<file path="config.mk">
export PLATFORM = sky130hd
export DESIGN_NAME = tcs_timer_channel
export DESIGN_NICKNAME = d
export VERILOG_FILES = /design/src/pkg/tcs_pkg.sv /design/src/rtl/tcs_timer_channel.sv
export SDC_FILE = /design/constraint.sdc
export NUM_CORES = 1
export LEC_CHECK = 0
export CAP_MARGIN = 20
export CORE_MARGIN = 10
export CORE_UTILIZATION = 40
export CTS_BUF_LIST = sky130_fd_sc_hd__clkbuf_8 sky130_fd_sc_hd__clkbuf_16
export DETAILED_ROUTE_END_ITERATION = 6
export DONT_BUFFER_PORTS = 1
export PLACE_DENSITY = 0.58
export SLEW_MARGIN = 20
export SYNTH_ARGS = -nofsm -noshare
export SYNTH_HDL_FRONTEND = slang
export SYNTH_SLANG_ARGS = --single-unit
</file>
<file path="constraint.sdc">
create_clock -name clock -period 2.5 [get_ports clock]
set_input_delay 0.125 -clock clock [delete_from_list [all_inputs] [get_ports clock]]
set_output_delay 0.125 -clock clock [all_outputs]
set_load 0.02 [all_outputs]
</file>
<file path="src/pkg/tcs_pkg.sv">
// constants shared by the timer channel select / force / override block
package tcs_pkg;
  // ----------------------------------------------------------------
  // register indices (byte address is four times the index)
  // ----------------------------------------------------------------
  localparam logic [3:0] IDX_MODE_SELECT = 4'h0;
  localparam logic [3:0] IDX_COMPARE_FORCE = 4'h1;
  localparam logic [3:0] IDX_OVERRIDE_MASK = 4'h2;
  localparam logic [3:0] IDX_OVERRIDE_DATA = 4'h3;
  localparam logic [3:0] IDX_MAIN_COUNT_HIGH = 4'h4;
  localparam logic [3:0] IDX_MAIN_COUNT_LOW = 4'h5;
  localparam logic [3:0] IDX_EVENT_STATUS = 4'h8;
  localparam logic [3:0] IDX_EVENT_MASK = 4'h9;
  localparam logic [3:0] IDX_LAST = 4'h9;
  localparam int ADDR_W = 8;
  localparam int IDX_LSB = 2;

  // ----------------------------------------------------------------
  // channel set and reset values
  // ----------------------------------------------------------------
  localparam int NUM_CH = 8;
  localparam logic [7:0] CH_IMPL = 8'hff;
  localparam logic [7:0] MODE_SELECT_RST = 8'h00;
  localparam logic [7:0] OVERRIDE_MASK_RST = 8'h00;
  localparam logic [7:0] OVERRIDE_DATA_RST = 8'h00;
  localparam logic [7:0] PORT_RST = 8'h00;
  localparam logic [15:0] COUNT_RST = 16'h0000;
  localparam logic [15:0] COUNT_ALL_ONES = 16'hffff;
  localparam logic [15:0] COUNT_STEP = 16'h0001;
  localparam logic [8:0] STATUS_RST = 9'h000;
  localparam logic [8:0] EVENT_MASK_RST = 9'h000;
  localparam int STATUS_OVF_BIT = 8;
  localparam int CH_SEVEN = 7;

  // ----------------------------------------------------------------
  // output actions, two bits per channel
  // ----------------------------------------------------------------
  localparam logic [1:0] ACT_NONE = 2'h0;
  localparam logic [1:0] ACT_TOGGLE = 2'h1;
  localparam logic [1:0] ACT_CLEAR = 2'h2;
  localparam logic [1:0] ACT_SET = 2'h3;
endpackage

</file>
<file path="src/rtl/tcs_timer_channel.sv">
// timer channel select, compare force, channel seven override and main counter
//
// Design decision made here: register access over APB.
`timescale 1ns/100ps
// Summary of operation
// [RULE_01] select bit 0 makes a channel capture, 1 makes it compare
// [RULE_02] bits of absent channels ignore writes and read back zero
// [RULE_03] the force register always reads zero; writes accepted anytime
// [RULE_04] a force bit performs the compare pin action now, without setting the flag
// [RULE_05] channel seven events beat compare actions of channels six to zero
// [RULE_06] force together with a real match: force wins, flag stays clear
// [RULE_07] on a channel seven event masked port bits load override data
// [RULE_08] override data drives a pin only when compare selected and not disconnected
// [RULE_09] main counter is sixteen bits, counting up on each prescaled tick
// [RULE_10] software should access the counter as one word at once; the code splits it into separate high and low byte registers
// [RULE_11] counter writes are ignored in normal mode, accepted in special mode
// [RULE_12] first count period after a special mode write may differ
// [RULE_13] overflow toggle beats force but not channel seven override
// [RULE_14] counter wraps all ones to zero; the wrap is the overflow event
module tcs_timer_channel (
  // clock, reset, enable
  input wire logic clock,
  input wire logic rst,
  input wire logic ce,
  // apb slave
  input wire logic psel,
  input wire logic penable,
  input wire logic pwrite,
  input wire logic [7:0] paddr,
  input wire logic [31:0] pwdata,
  output logic [31:0] prdata,
  output logic pready,
  output logic pslverr,
  // timing and mode inputs
  input wire logic prescale_tick,
  input wire logic special_mode,
  input wire logic [7:0] overflow_toggle_enable,
  input wire logic [7:0] pin_disconnect,
  input wire logic [15:0] compare_action,
  input wire logic [127:0] channel_compare_value,
  // timer port pins
  input wire logic [7:0] pin_in,
  output logic [7:0] pin_out,
  output logic [7:0] pin_oe,
  // status
  output logic [15:0] main_count,
  output logic irq
);

  // ----------------------------------------------------------------
  // helpers
  // ----------------------------------------------------------------
  function automatic logic apply_action(input logic cur, input logic [1:0] act);
    logic res;
    res = cur;
    case (act)
      tcs_pkg::ACT_TOGGLE: res = ~cur;
      tcs_pkg::ACT_CLEAR: res = 1'b0;
      tcs_pkg::ACT_SET: res = 1'b1;
      default: res = cur;
    endcase
    return res;
  endfunction

  function automatic logic [4:0] decode_idx(input logic [7:0] addr);
    logic [4:0] idx;
    idx = 5'h1f;
    if (addr[1:0] != 2'h0) begin
      idx = 5'h1f;
    end else if (addr[7:tcs_pkg::IDX_LSB] > 6'(tcs_pkg::IDX_LAST)) begin
      idx = 5'h1f;
    end else begin
      idx = {1'b0, addr[5:2]};
    end
    return idx;
  endfunction

  // ----------------------------------------------------------------
  // state
  // ----------------------------------------------------------------
  logic [7:0] sel_q, sel_d;
  logic [7:0] mask_q, mask_d;
  logic [7:0] data_q, data_d;
  logic [7:0] port_q, port_d;
  logic [15:0] count_q, count_d;
  logic [8:0] status_q, status_d;
  logic [8:0] evmask_q, evmask_d;
  logic [7:0] pin_prev_q, pin_prev_d;
  logic [31:0] rdata_q, rdata_d;
  logic rdy_q, rdy_d;
  logic err_q, err_d;

  // ----------------------------------------------------------------
  // bus decode
  // ----------------------------------------------------------------
  logic [4:0] idx;
  logic setup;
  logic wr_ok;
  logic mapped;
  logic [7:0] force_now;
  logic cnt_wr_try;
  logic cnt_wr;

  assign idx = decode_idx(paddr);
  assign mapped = (idx != 5'h1f) && (idx != 5'h6) && (idx != 5'h7);
  assign setup = psel && !penable;
  assign wr_ok = psel && penable && rdy_q && pwrite && !err_q;
  assign force_now = (wr_ok && idx[3:0] == tcs_pkg::IDX_COMPARE_FORCE) ?
    (pwdata[7:0] & tcs_pkg::CH_IMPL) : 8'h00; // RULE_02
  assign cnt_wr_try = wr_ok && (idx[3:0] == tcs_pkg::IDX_MAIN_COUNT_HIGH ||
    idx[3:0] == tcs_pkg::IDX_MAIN_COUNT_LOW);
  assign cnt_wr = cnt_wr_try && special_mode; // RULE_11

  // ----------------------------------------------------------------
  // counter and channel events
  // ----------------------------------------------------------------
  logic tick;
  logic overflow;
  logic [7:0] match;
  logic ch7_event;
  logic [7:0] edge_seen;

  assign tick = prescale_tick;
  assign overflow = tick && (count_q == tcs_pkg::COUNT_ALL_ONES); // RULE_14
  assign ch7_event = match[tcs_pkg::CH_SEVEN] ||
    (overflow && overflow_toggle_enable[tcs_pkg::CH_SEVEN]); // RULE_05
  assign edge_seen = pin_in & ~pin_prev_q & ~sel_q & tcs_pkg::CH_IMPL; // RULE_01

  always_comb begin
    for (int i = 0; i < tcs_pkg::NUM_CH; i++) begin
      match[i] = tick && sel_q[i] && tcs_pkg::CH_IMPL[i] &&
        (count_q == channel_compare_value[16*i +: 16]); // RULE_01
    end
  end

  // ----------------------------------------------------------------
  // next state
  // ----------------------------------------------------------------
  always_comb begin
    sel_d = sel_q;
    mask_d = mask_q;
    data_d = data_q;
    port_d = port_q;
    count_d = count_q;
    status_d = status_q;
    evmask_d = evmask_q;
    pin_prev_d = pin_in;
    // prescaled count; a bus write lands between ticks, so the next period is odd
    if (tick) begin
      count_d = count_q + tcs_pkg::COUNT_STEP; // RULE_09 RULE_14
    end
    if (cnt_wr && idx[3:0] == tcs_pkg::IDX_MAIN_COUNT_HIGH) begin
      count_d = {pwdata[7:0], count_q[7:0]}; // RULE_12 RULE_10
    end else if (cnt_wr) begin
      count_d = {count_q[15:8], pwdata[7:0]}; // RULE_12 RULE_10
    end
    // per channel pin action, highest priority first
    for (int i = 0; i < tcs_pkg::NUM_CH; i++) begin
      if (ch7_event && mask_q[i] && tcs_pkg::CH_IMPL[i]) begin
        port_d[i] = data_q[i]; // RULE_05 RULE_07
      end else if (overflow && overflow_toggle_enable[i] && sel_q[i]) begin
        port_d[i] = ~port_q[i]; // RULE_13
      end else if (force_now[i] && sel_q[i]) begin
        port_d[i] = apply_action(port_q[i], compare_action[2*i +: 2]); // RULE_04 RULE_06
      end else if (match[i]) begin
        port_d[i] = apply_action(port_q[i], compare_action[2*i +: 2]);
      end
    end
    // write-one-to-clear, a new event in the same cycle wins
    if (wr_ok && idx[3:0] == tcs_pkg::IDX_EVENT_STATUS) begin
      status_d = status_q & ~pwdata[8:0];
    end
    status_d[7:0] = status_d[7:0] | (match & ~force_now) | edge_seen; // RULE_04 RULE_06
    status_d[tcs_pkg::STATUS_OVF_BIT] = status_d[tcs_pkg::STATUS_OVF_BIT] | overflow;
    if (wr_ok) begin
      if (idx[3:0] == tcs_pkg::IDX_MODE_SELECT) begin
        sel_d = pwdata[7:0] & tcs_pkg::CH_IMPL; // RULE_02
      end else if (idx[3:0] == tcs_pkg::IDX_OVERRIDE_MASK) begin
        mask_d = pwdata[7:0] & tcs_pkg::CH_IMPL; // RULE_02
      end else if (idx[3:0] == tcs_pkg::IDX_OVERRIDE_DATA) begin
        data_d = pwdata[7:0] & tcs_pkg::CH_IMPL; // RULE_02
      end else if (idx[3:0] == tcs_pkg::IDX_EVENT_MASK) begin
        evmask_d = pwdata[8:0];
      end
    end
  end

  // ----------------------------------------------------------------
  // bus answer: registered one cycle after setup, so no wait states
  // ----------------------------------------------------------------
  // a setup lost while ce was low is answered from the access phase, so no hang
  always_comb begin
    rdata_d = rdata_q;
    rdy_d = 1'b0;
    err_d = err_q;
    if (psel && !(penable && rdy_q)) begin
      rdy_d = 1'b1;
      err_d = !mapped;
      rdata_d = 32'h0000_0000;
      if (idx[3:0] == tcs_pkg::IDX_MODE_SELECT) begin
        rdata_d = {24'h00_0000, sel_q};
      end else if (idx[3:0] == tcs_pkg::IDX_COMPARE_FORCE) begin
        rdata_d = 32'h0000_0000; // RULE_03
      end else if (idx[3:0] == tcs_pkg::IDX_OVERRIDE_MASK) begin
        rdata_d = {24'h00_0000, mask_q};
      end else if (idx[3:0] == tcs_pkg::IDX_OVERRIDE_DATA) begin
        rdata_d = {24'h00_0000, data_q};
      end else if (idx[3:0] == tcs_pkg::IDX_MAIN_COUNT_HIGH) begin
        rdata_d = {24'h00_0000, count_q[15:8]};
      end else if (idx[3:0] == tcs_pkg::IDX_MAIN_COUNT_LOW) begin
        rdata_d = {24'h00_0000, count_q[7:0]};
      end else if (idx[3:0] == tcs_pkg::IDX_EVENT_STATUS) begin
        rdata_d = {23'h0, status_q};
      end else if (idx[3:0] == tcs_pkg::IDX_EVENT_MASK) begin
        rdata_d = {23'h0, evmask_q};
      end
    end
  end

  // ----------------------------------------------------------------
  // registers
  // ----------------------------------------------------------------
  always_ff @(posedge clock) begin
    if (rst) begin
      sel_q <= tcs_pkg::MODE_SELECT_RST;
      mask_q <= tcs_pkg::OVERRIDE_MASK_RST;
      data_q <= tcs_pkg::OVERRIDE_DATA_RST;
      port_q <= tcs_pkg::PORT_RST;
      count_q <= tcs_pkg::COUNT_RST;
      status_q <= tcs_pkg::STATUS_RST;
      evmask_q <= tcs_pkg::EVENT_MASK_RST;
      pin_prev_q <= 8'h00;
      rdata_q <= 32'h0000_0000;
      rdy_q <= 1'b0;
      err_q <= 1'b0;
    end else if (ce) begin
      sel_q <= sel_d;
      mask_q <= mask_d;
      data_q <= data_d;
      port_q <= port_d;
      count_q <= count_d;
      status_q <= status_d;
      evmask_q <= evmask_d;
      pin_prev_q <= pin_prev_d;
      rdata_q <= rdata_d;
      rdy_q <= rdy_d;
      err_q <= err_d;
    end
  end

  // ----------------------------------------------------------------
  // outputs
  // ----------------------------------------------------------------
  assign prdata = rdata_q;
  assign pready = rdy_q && ce;
  assign pslverr = err_q && rdy_q && ce;
  assign pin_out = port_q;
  assign pin_oe = sel_q & ~pin_disconnect & tcs_pkg::CH_IMPL; // RULE_08 RULE_01
  assign main_count = count_q;
  assign irq = |(status_q & evmask_q);

  // ----------------------------------------------------------------
  // checks
  // ----------------------------------------------------------------
  property p_pin_drive;
    @(posedge clock) disable iff (rst)
    pin_oe == (sel_q & ~pin_disconnect & tcs_pkg::CH_IMPL);
  endproperty
  a_pin_drive: assert property (p_pin_drive) else $error("pin enable wrong"); // RULE_08

  property p_force_reads_zero;
    @(posedge clock) disable iff (rst)
    (ce && setup && !pwrite && idx[3:0] == tcs_pkg::IDX_COMPARE_FORCE) |=> (prdata == 32'h0);
  endproperty
  a_force_reads_zero: assert property (p_force_reads_zero) else $error("force read not zero"); // RULE_03

  property p_force_no_flag;
    @(posedge clock) disable iff (rst)
    (ce && force_now[0] && !status_q[0] && !edge_seen[0] &&
      !(wr_ok && idx[3:0] == tcs_pkg::IDX_MODE_SELECT)) |=> !status_q[0];
  endproperty
  a_force_no_flag: assert property (p_force_no_flag) else $error("force set a flag"); // RULE_06

  property p_force_action;
    @(posedge clock) disable iff (rst)
    (ce && force_now[0] && sel_q[0] && compare_action[1:0] == tcs_pkg::ACT_SET &&
      !(ch7_event && mask_q[0]) && !(overflow && overflow_toggle_enable[0])) |=> port_q[0];
  endproperty
  a_force_action: assert property (p_force_action) else $error("force action missing"); // RULE_04

  property p_override_load;
    @(posedge clock) disable iff (rst)
    (ce && ch7_event && mask_q[7]) |=> (port_q[7] == $past(data_q[7]));
  endproperty
  a_override_load: assert property (p_override_load) else $error("override not loaded"); // RULE_07

  property p_unmasked_kept;
    @(posedge clock) disable iff (rst)
    (ce && ch7_event && !mask_q[1] && !force_now[1] && !match[1] &&
      !(overflow && overflow_toggle_enable[1])) |=> $stable(port_q[1]);
  endproperty
  a_unmasked_kept: assert property (p_unmasked_kept) else $error("unmasked bit moved"); // RULE_07

  property p_count_up;
    @(posedge clock) disable iff (rst)
    (ce && tick && !cnt_wr) |=> (count_q == 16'($past(count_q) + tcs_pkg::COUNT_STEP));
  endproperty
  a_count_up: assert property (p_count_up) else $error("counter did not step"); // RULE_09

  property p_normal_write_ignored;
    @(posedge clock) disable iff (rst)
    (ce && cnt_wr_try && !special_mode && !tick) |=> $stable(count_q);
  endproperty
  a_normal_write_ignored: assert property (p_normal_write_ignored) else $error("normal write"); // RULE_11

  property p_overflow_toggle;
    @(posedge clock) disable iff (rst)
    (ce && overflow && overflow_toggle_enable[0] && sel_q[0] && !(ch7_event && mask_q[0]))
      |=> (port_q[0] != $past(port_q[0]));
  endproperty
  a_overflow_toggle: assert property (p_overflow_toggle) else $error("no overflow toggle"); // RULE_13

endmodule // tcs_timer_channel

</file>
== After elaboration in Yosys (flattened, before gate mapping) ==
Index checks and enable logic that the tools add are counted.
Operators by class
  eq/ne operators: 44
  add/subtract/negate cells: 1
  order comparisons: 1
  bitwise logic cells: 26
  mux-type cells: 56
  reductions and logical operators: 98
Operators by type and width (number)
  16-bit equality test: 8
  9-bit 2-to-1 mux: 9
  1-bit logical AND: 65
  16-bit 2-to-1 mux: 3
  1-bit 2-to-1 mux: 33
  8-bit AND: 4
  2-bit equality test (second input constant): 16
  8-bit NOT: 4
  4-bit nonzero test: 8
  1-bit case mux with 3 select lines: 8
  9-bit AND: 2
  2-bit AND reduction: 9
  16-bit by 1-bit adder with 16-bit output (second input constant): 1
  16-bit equality test (second input constant): 1
  2-bit by 1-bit equality test with 1-bit output (second input constant): 8
  8-bit OR: 2
  1-bit NOT: 12
  5-bit 2-to-1 mux: 2
  5-bit by 3-bit != test with 1-bit output (second input constant): 2
  9-bit NOT: 1
  3-bit AND reduction: 3
  9-bit OR reduction: 1
  4-bit by 2-bit equality test with 1-bit output (second input constant): 2
  4-bit by 3-bit equality test with 1-bit output (second input constant): 2
  14 further kinds: 20
Storage, ports and cells
  input port bits: 216
  output and inout port bits: 67
  word-level logic and storage cells: 245
  bits in registers: 108

== Depth between registers and ports, before layout ==
Gate-level depths: netlist of run 1.
  depth after elaboration: 12
  depth in mapped cells: 9
  gate-level depth less buffers: 7

== Least setup slack after synthesis of run 1 ==
OpenSTA, ideal clock, no wires.
  path kind: flip-flop to flip-flop
  from: reg count_q[4] (netlist: main_count[4])
  to: reg port_q[0] (netlist: pin_out[0])
  stages on the path, launching flop included: 9
  period minus slack after synthesis: 2695 ps
  path buffers: 2
  setup slack: -195 ps
  library setup time: 122 ps
  data required time: 2378 ps
  arrival time: 2574 ps
  cell sequence: dfxtp_1 -> clkbuf_1 -> nand4_1 -> or4_1 -> clkbuf_1 -> o2111ai_1 -> o31ai_1 -> mux2_1 -> a221o_1
On the way
  cells in the longest elaborated chain, start to end: 7
  elaborated cells on any way between the ends: 15
  classes of those cells: eq/ne: 3; mux: 2; reduce/logical: 10
RTL lines
  start: declaration: RTL line tcs_timer_channel.sv:85  | logic [15:0] count_q, count_d;
  start signal: assignment: RTL line tcs_timer_channel.sv:229  | count_q <= tcs_pkg::COUNT_RST;
  start signal: assignment: RTL line tcs_timer_channel.sv:241  | count_q <= count_d;
  16-bit equality test: RTL line tcs_timer_channel.sv:124  | assign overflow = tick && (count_q == tcs_pkg::COUNT_ALL_ONES);
  1-bit logical AND: RTL line tcs_timer_channel.sv:124
  1-bit logical AND: RTL line tcs_timer_channel.sv:126  | (overflow && overflow_toggle_enable[tcs_pkg::CH_SEVEN]);
  1-bit logical OR: RTL line tcs_timer_channel.sv:125  | assign ch7_event = match[tcs_pkg::CH_SEVEN] ||
  1-bit logical AND: RTL line tcs_timer_channel.sv:159  | if (ch7_event && mask_q[i] && tcs_pkg::CH_IMPL[i]) begin
  4-bit nonzero test (no source line)
  2-bit AND reduction (no source line)
  end signal: assignment: RTL line tcs_timer_channel.sv:228  | port_q <= tcs_pkg::PORT_RST;
  end signal: assignment: RTL line tcs_timer_channel.sv:240  | port_q <= port_d;
  end: declaration: RTL line tcs_timer_channel.sv:84  | logic [7:0] port_q, port_d;
Parallel ways exist; a longest one is shown, timed or not.
A chain may end at the register's enable or synchronous reset.

== Worst setup path after layout of run 1 ==
  from: reg count_q[6] (netlist: main_count[6])
  to: reg port_q[7] (netlist: pin_out[7])
On the way
  cells in the longest elaborated chain, start to end: 7
  elaborated cells on any way between the ends: 12
  classes of those cells: eq/ne: 2; mux: 2; reduce/logical: 8
RTL lines (RTL line)
  16-bit equality test: tcs_timer_channel.sv:124
  1-bit logical AND: tcs_timer_channel.sv:124
  1-bit logical AND: tcs_timer_channel.sv:126, tcs_timer_channel.sv:161
  1-bit logical OR: tcs_timer_channel.sv:125
  1-bit logical AND: tcs_timer_channel.sv:159
  4-bit nonzero test (no source line)
  2-bit AND reduction (no source line)
Parallel ways exist; a longest one is shown, timed or not.

==> results of run 1 <==
## logic make-up (layout without fill, tap and decap cells)
logic type               after synthesis  after routing  synth area share [%]
AO/OA/AOI/OAI                        191            191                  18.8
XOR/XNOR                             128            128                  16.2
adder cells (fa/ha/maj)                6              6                  1.05
buffers and inverters                 97            110                  6.73
flip-flops                            85             85                  24.5
multiplexers                          70             70                  10.3
other                                  1             24                0.0541
AND/OR/NAND/NOR                      295            295                  22.4
## through the flow
step,power [mW],setup TNS [ps]
final,3.38,0
after global routing,3.50,0
after CTS,3.39,0
after detailed placement,1.83,-110
after global placement,1.82,-14.0
after floorplan,1.82,-356
## sequential cells by signal, summed over array words and instances (netlist names)
register	flops
pin_out	8
data_q	8
mask_q	8
main_count	16
sel_q	8
evmask_q	9
status_q	9
rdy_q	1
err_q	1
prdata	9
pin_prev_q	8
## worst reg2reg max path: cells and delay by family, from the launching register on
kind	cells	cell delay, ps
xor gates and xnor gates	1	180
buffers and inverters	3	760
and+or+nand+nor	2	270
DFF	1	490
AOI/OAI and AO/OA	3	590
## layer usage
metal	up-vias	share of wire, %	routed length [µm]	global-route usage, %
li1	3198	-	-	-
met1	3284	40	11900	32.0
met2	426	44	13200	37.5
met3	58	13	3870	9.06
met4	0	2.7	801	8.10
met5	-	0	0	0
## cell usage after synthesis, types with 16 or more instances
library cell	instances
nand3_1	34
mux2i_1	58
nor3_1	17
xor2_1	61
buf_4	23
nand4_1	24
nor4_1	18
nor2_1	89
dfxtp_1	85
nand2_1	43
buf_1	16
xnor2_1	67
a21oi_1	43
clkbuf_1	48
o21ai_0	40
## final cells by class
| type | instances | area, µm² | share of cell area (%) |
|---|---|---|---|
| timing repair buffer | 87 | 743 | 9.35 |
| inverter | 7 | 26.3 | 0.330 |
| clock inverter | 5 | 73.8 | 0.928 |
| multi-input combinational | 713 | 4870 | 61.2 |
| clock buffer | 11 | 253 | 3.18 |
| antenna | 1 | 2.50 | 0.0315 |
| sequential | 85 | 1700 | 21.4 |
| tap | 225 | 282 | 3.54 |
## worst paths after layout
| kind | start | endpoint | slack (ps) | cells after the start |
|---|---|---|---|---|
| min | pwdata[6] | main_count[14] | 10 | 2 |
| min reg2reg | pin_prev_q[2] | pin_prev_q[2] | 500 | 2 |
| max reg2reg | main_count[6] | pin_out[7] | 110 | 9 |
| max | main_count[6] | pin_out[7] | 110 | 9 |
## repair_timing
item	in CTS	in global routing
hold endpoints to repair	68	0
gates resized for setup	0	4
hold buffers	19	0
setup buffers	0	0
endpoints found under the setup margin	0	2
## power by group
part / switching, mW / leakage, nW / internal (mW)
Sequential: 0.0396 / 0.690 / 1.39
Clock: 0.586 / 0.167 / 0.923
Combinational: 0.254 / 2.08 / 0.195
Total: 0.880 / 2.94 / 2.50
==> flow_summary.yaml, run 1 <==
pwr:
  irDropWorstVdd_mv: 0.372
  pwr_density_cell_nw_per_um2: 426
  p_leak_nw: 2.94
hold_path:
  min_path_type: "input port to flop"
sta:
  clock_skew_ps: 4.82
  slew_headroom_pct: 39.6
  finalSetupViolCount: 0
  fmax_mhz: 419
  tightestPinTransition_ps: 903
  rsz0062_at_grt: "no"
  whs_ps: 13.2
  setup_ws_ps: 111
  drv_slew: 0
  fin_crit_sh_pct: 95.6
  finalCriticalPeriod_ps: 2390
  finalHoldViolations: 0
layout:
  drive_above_1_share_pct: 12.4
  fill_cells: 1708
  utilization_pct: 46.5
  layout.nets: 1124
  layout_commonest_cell: "nor2_1"
  final_area_um2: 7950
  syn_to_final_growth_pct: 14.6
  layout_common_cells: "nor2_1, dfxtp_1, xnor2_1"
  instances_no_fill: 1134
critical_path:
  worst_ep_required_time_ps: 2760
  crit_top_cell: "buf_4"
  worst_path_largest_cell_delay_ps: 490
  endpoint_kind: "flop"
  start_kind: "flop"
  critPathKind: "flop to flop"
  crit_fanout: 9
  cpMaxStageDelayCell: "dfxtp_1"
  worst-path-buf-inv: 3
  arrival_ps: 2650
  path_cells: "buf_4, xnor2_1, nand4_1, nor3_1, buf_4, a22o_1, buf_4, a32oi_1, a21bo_2"
  crit_family: "buffers and inverters"
drt:
  vias_per_cell: 6.14
  avgRoutedWirePerCell_um: 26.3
  first_iter_violations: 724
  vias: 6966
  ant_nets: 0
  firstDrtPassIters: 5
  drc: 0
  routed_wl_um: 29900
place:
  pre_cts_ws_ps: -42.1
  port_buffers: 0
  dpl_cell_area_um2: 7390
  place_inst: 1098
  gp_congestion: 0.954
  dp_hpwl_um: 22600
yosys:
  yosysTopAreaCell: "dfxtp_1"
  async_flop_share_pct: 0
  ys_types: 66
  yosys_register_bits: 85
  ys_warn_count: 0
  synth_area_leaders: "dfxtp_1, xnor2_1, mux2i_1"
  syn_inst: 873
  postSynthAreaPerCell_um2: 7.94
  synth_flop_cell: "dfxtp_1"
  netlist.area_leader.share_pct: 24.5
  netlist_area_um2: 6940
  ys_seq_area_share_pct: 24.5
  synth-edff-count: 0
clock_tree:
  cts-htree-levels: 3
  clkSinkCount: 85
  cts_buffers: 9
  cts_tree: "built"
  path_clk_slew_ps: 60
  clock-root-buffer: "clkbuf_16"
  clockBufferDepth: 2
  worstSkewPairLatency_ps: 360
floorplanning:
  fp.dieW_um: 152
  row_count: 48
  die_area_um2: 23000
  core_area_um2: 17100
  ios: 283
  start_util_pct: 40.5
  die_height_um: 152
grt:
  grt_pass1_vias: 6474
  grt-ovfl-total: 0
  antenna_found_initial: 1
  grt_pass1_wl_um: 42500
  grt_max_degree: 66
  grt_util_all_layers_pct: 24.8
status:
  status: "completed"
run:
  drv_cap: 0
(Power assumes the default switching activity.)
==> run 2: changes to the inputs <==
Settings changed: RECOVER_POWER set to 100.
==> flow_summary.yaml, run 2 (same netlist as run 1, synthesis figures left out) <==
pwr:
  irDropWorstVdd_mv: 0.372
  pwr_density_cell_nw_per_um2: 429
  p_leak_nw: 2.88
floorplanning:
  fp.dieW_um: 152
  die_height_um: 152
  die_area_um2: 23000
  row_count: 48
  core_area_um2: 17100
  ios: 283
  start_util_pct: 40.5
sta:
  fmax_mhz: 420
  clock_skew_ps: 5.78
  whs_ps: 13.4
  fin_crit_sh_pct: 95.3
  setup_ws_ps: 117
  slew_headroom_pct: 39.6
  finalCriticalPeriod_ps: 2380
  rsz0062_at_grt: "no"
  tns_ps: 0
  drv_slew: 0
  finalSetupViolCount: 0
  finalHoldViolations: 0
  tightestPinTransition_ps: 902
critical_path:
  worst_ep_required_time_ps: 2740
  critPathKind: "input port to flop"
  crit_fanout: 7
  arrival_ps: 2630
  start_kind: "input port"
  endpoint_kind: "flop"
drt:
  ant_nets: 0
  vias_per_cell: 6.08
  drc: 0
  vias: 6896
  avgRoutedWirePerCell_um: 26.3
  routed_wl_um: 29900
  firstDrtPassIters: 5
  first_iter_violations: 761
layout:
  syn_to_final_growth_pct: 13.5
  drive_above_1_share_pct: 10.6
  layout.nets: 1124
  layout_common_cells: "nor2_1, dfxtp_1, xnor2_1"
  layout_commonest_cell: "nor2_1"
  final_area_um2: 7870
  largest_reg_flops: 16
run:
  drv_cap: 0
grt:
  antenna_found_initial: 1
  grt-ovfl-total: 0
  grt_max_degree: 66
  grt_util_all_layers_pct: 24.8
  grt_pass1_wl_um: 42500
  grt_pass1_vias: 6474
clock_tree:
  clkSinkCount: 85
  clockBufferDepth: 2
  cts_setup_buffers: 0
  path_clk_slew_ps: 60
  cts_buffers: 9
  clock-root-buffer: "clkbuf_16"
  worstSkewPairLatency_ps: 360
  cts_tree: "built"
  cts-htree-levels: 3
place:
  gp_congestion: 0.954
  pre_cts_ws_ps: -42.1
  dpl_cell_area_um2: 7390
  port_buffers: 0
  dp_hpwl_um: 22600
status:
  status: "completed"
hold_path:
  min_path_type: "input port to flop"
run 2: cell count changes in the layout (fill, tap and decap cells not counted), sizes merged:
cell    previous run  this run
buf               69        54
clkbuf            11        26
run 2: layout make-up:
type / instances / area (µm²)
multi-input cells: 713 / 4840
inverters: 7 / 26.3
fillers: 1724 / 9250
well taps: 225 / 282
flip-flops and latches: 85 / 1700
diodes: 1 / 2.50
clock inverters: 5 / 73.8
clock buffers: 11 / 253
repair buffers: 87 / 689
run 2: critical path, stage by stage:
cell	delay, ps
or4_4	510
or4_1	680
clkbuf_1	250
nor4_1	310
clkbuf_1	440
mux2i_1	250
nor2_1	50
run 2: final timing paths:
kind / startpoint / endpoint / slack (ps) / cells past startpoint
setup reg to reg: main_count[6] / pin_out[7] / 130 / 9
setup / recovery: paddr[7] / sel_q[0] / 120 / 7
hold / removal: pwdata[4] / main_count[4] / 10 / 3
hold reg to reg: pin_prev_q[2] / pin_prev_q[2] / 500 / 2
run 2: layer usage:
layer	wire length (µm)	share of wire (%)	track usage, %
met1	12200	41	32.0
met3	3690	12	9.06
met5	0	0	0
met2	13200	44	37.5
met4	790	2.6	8.10
run 2: stage by stage:
step	total power, mW	utilization, %	cells
after detailed placement	1.83	43.2	1098
after global routing	3.49	46.0	1133
after global placement	1.82	43.2	1098
after floorplan	1.82	-	895
after CTS	3.39	46.3	1133
final	3.38	46.0	1134
run 2: power by group:
group	internal, mW	total, mW	switching [mW]
sequential	1.39	1.43	0.0400
clock	0.923	1.51	0.585
combinational	0.192	0.446	0.254
run 2: timing repair:
action                                 CTS  global route
gates resized for setup                  0             4
hold buffers                            19             0
endpoints found under the hold margin   68             0
setup endpoints to repair                0             2
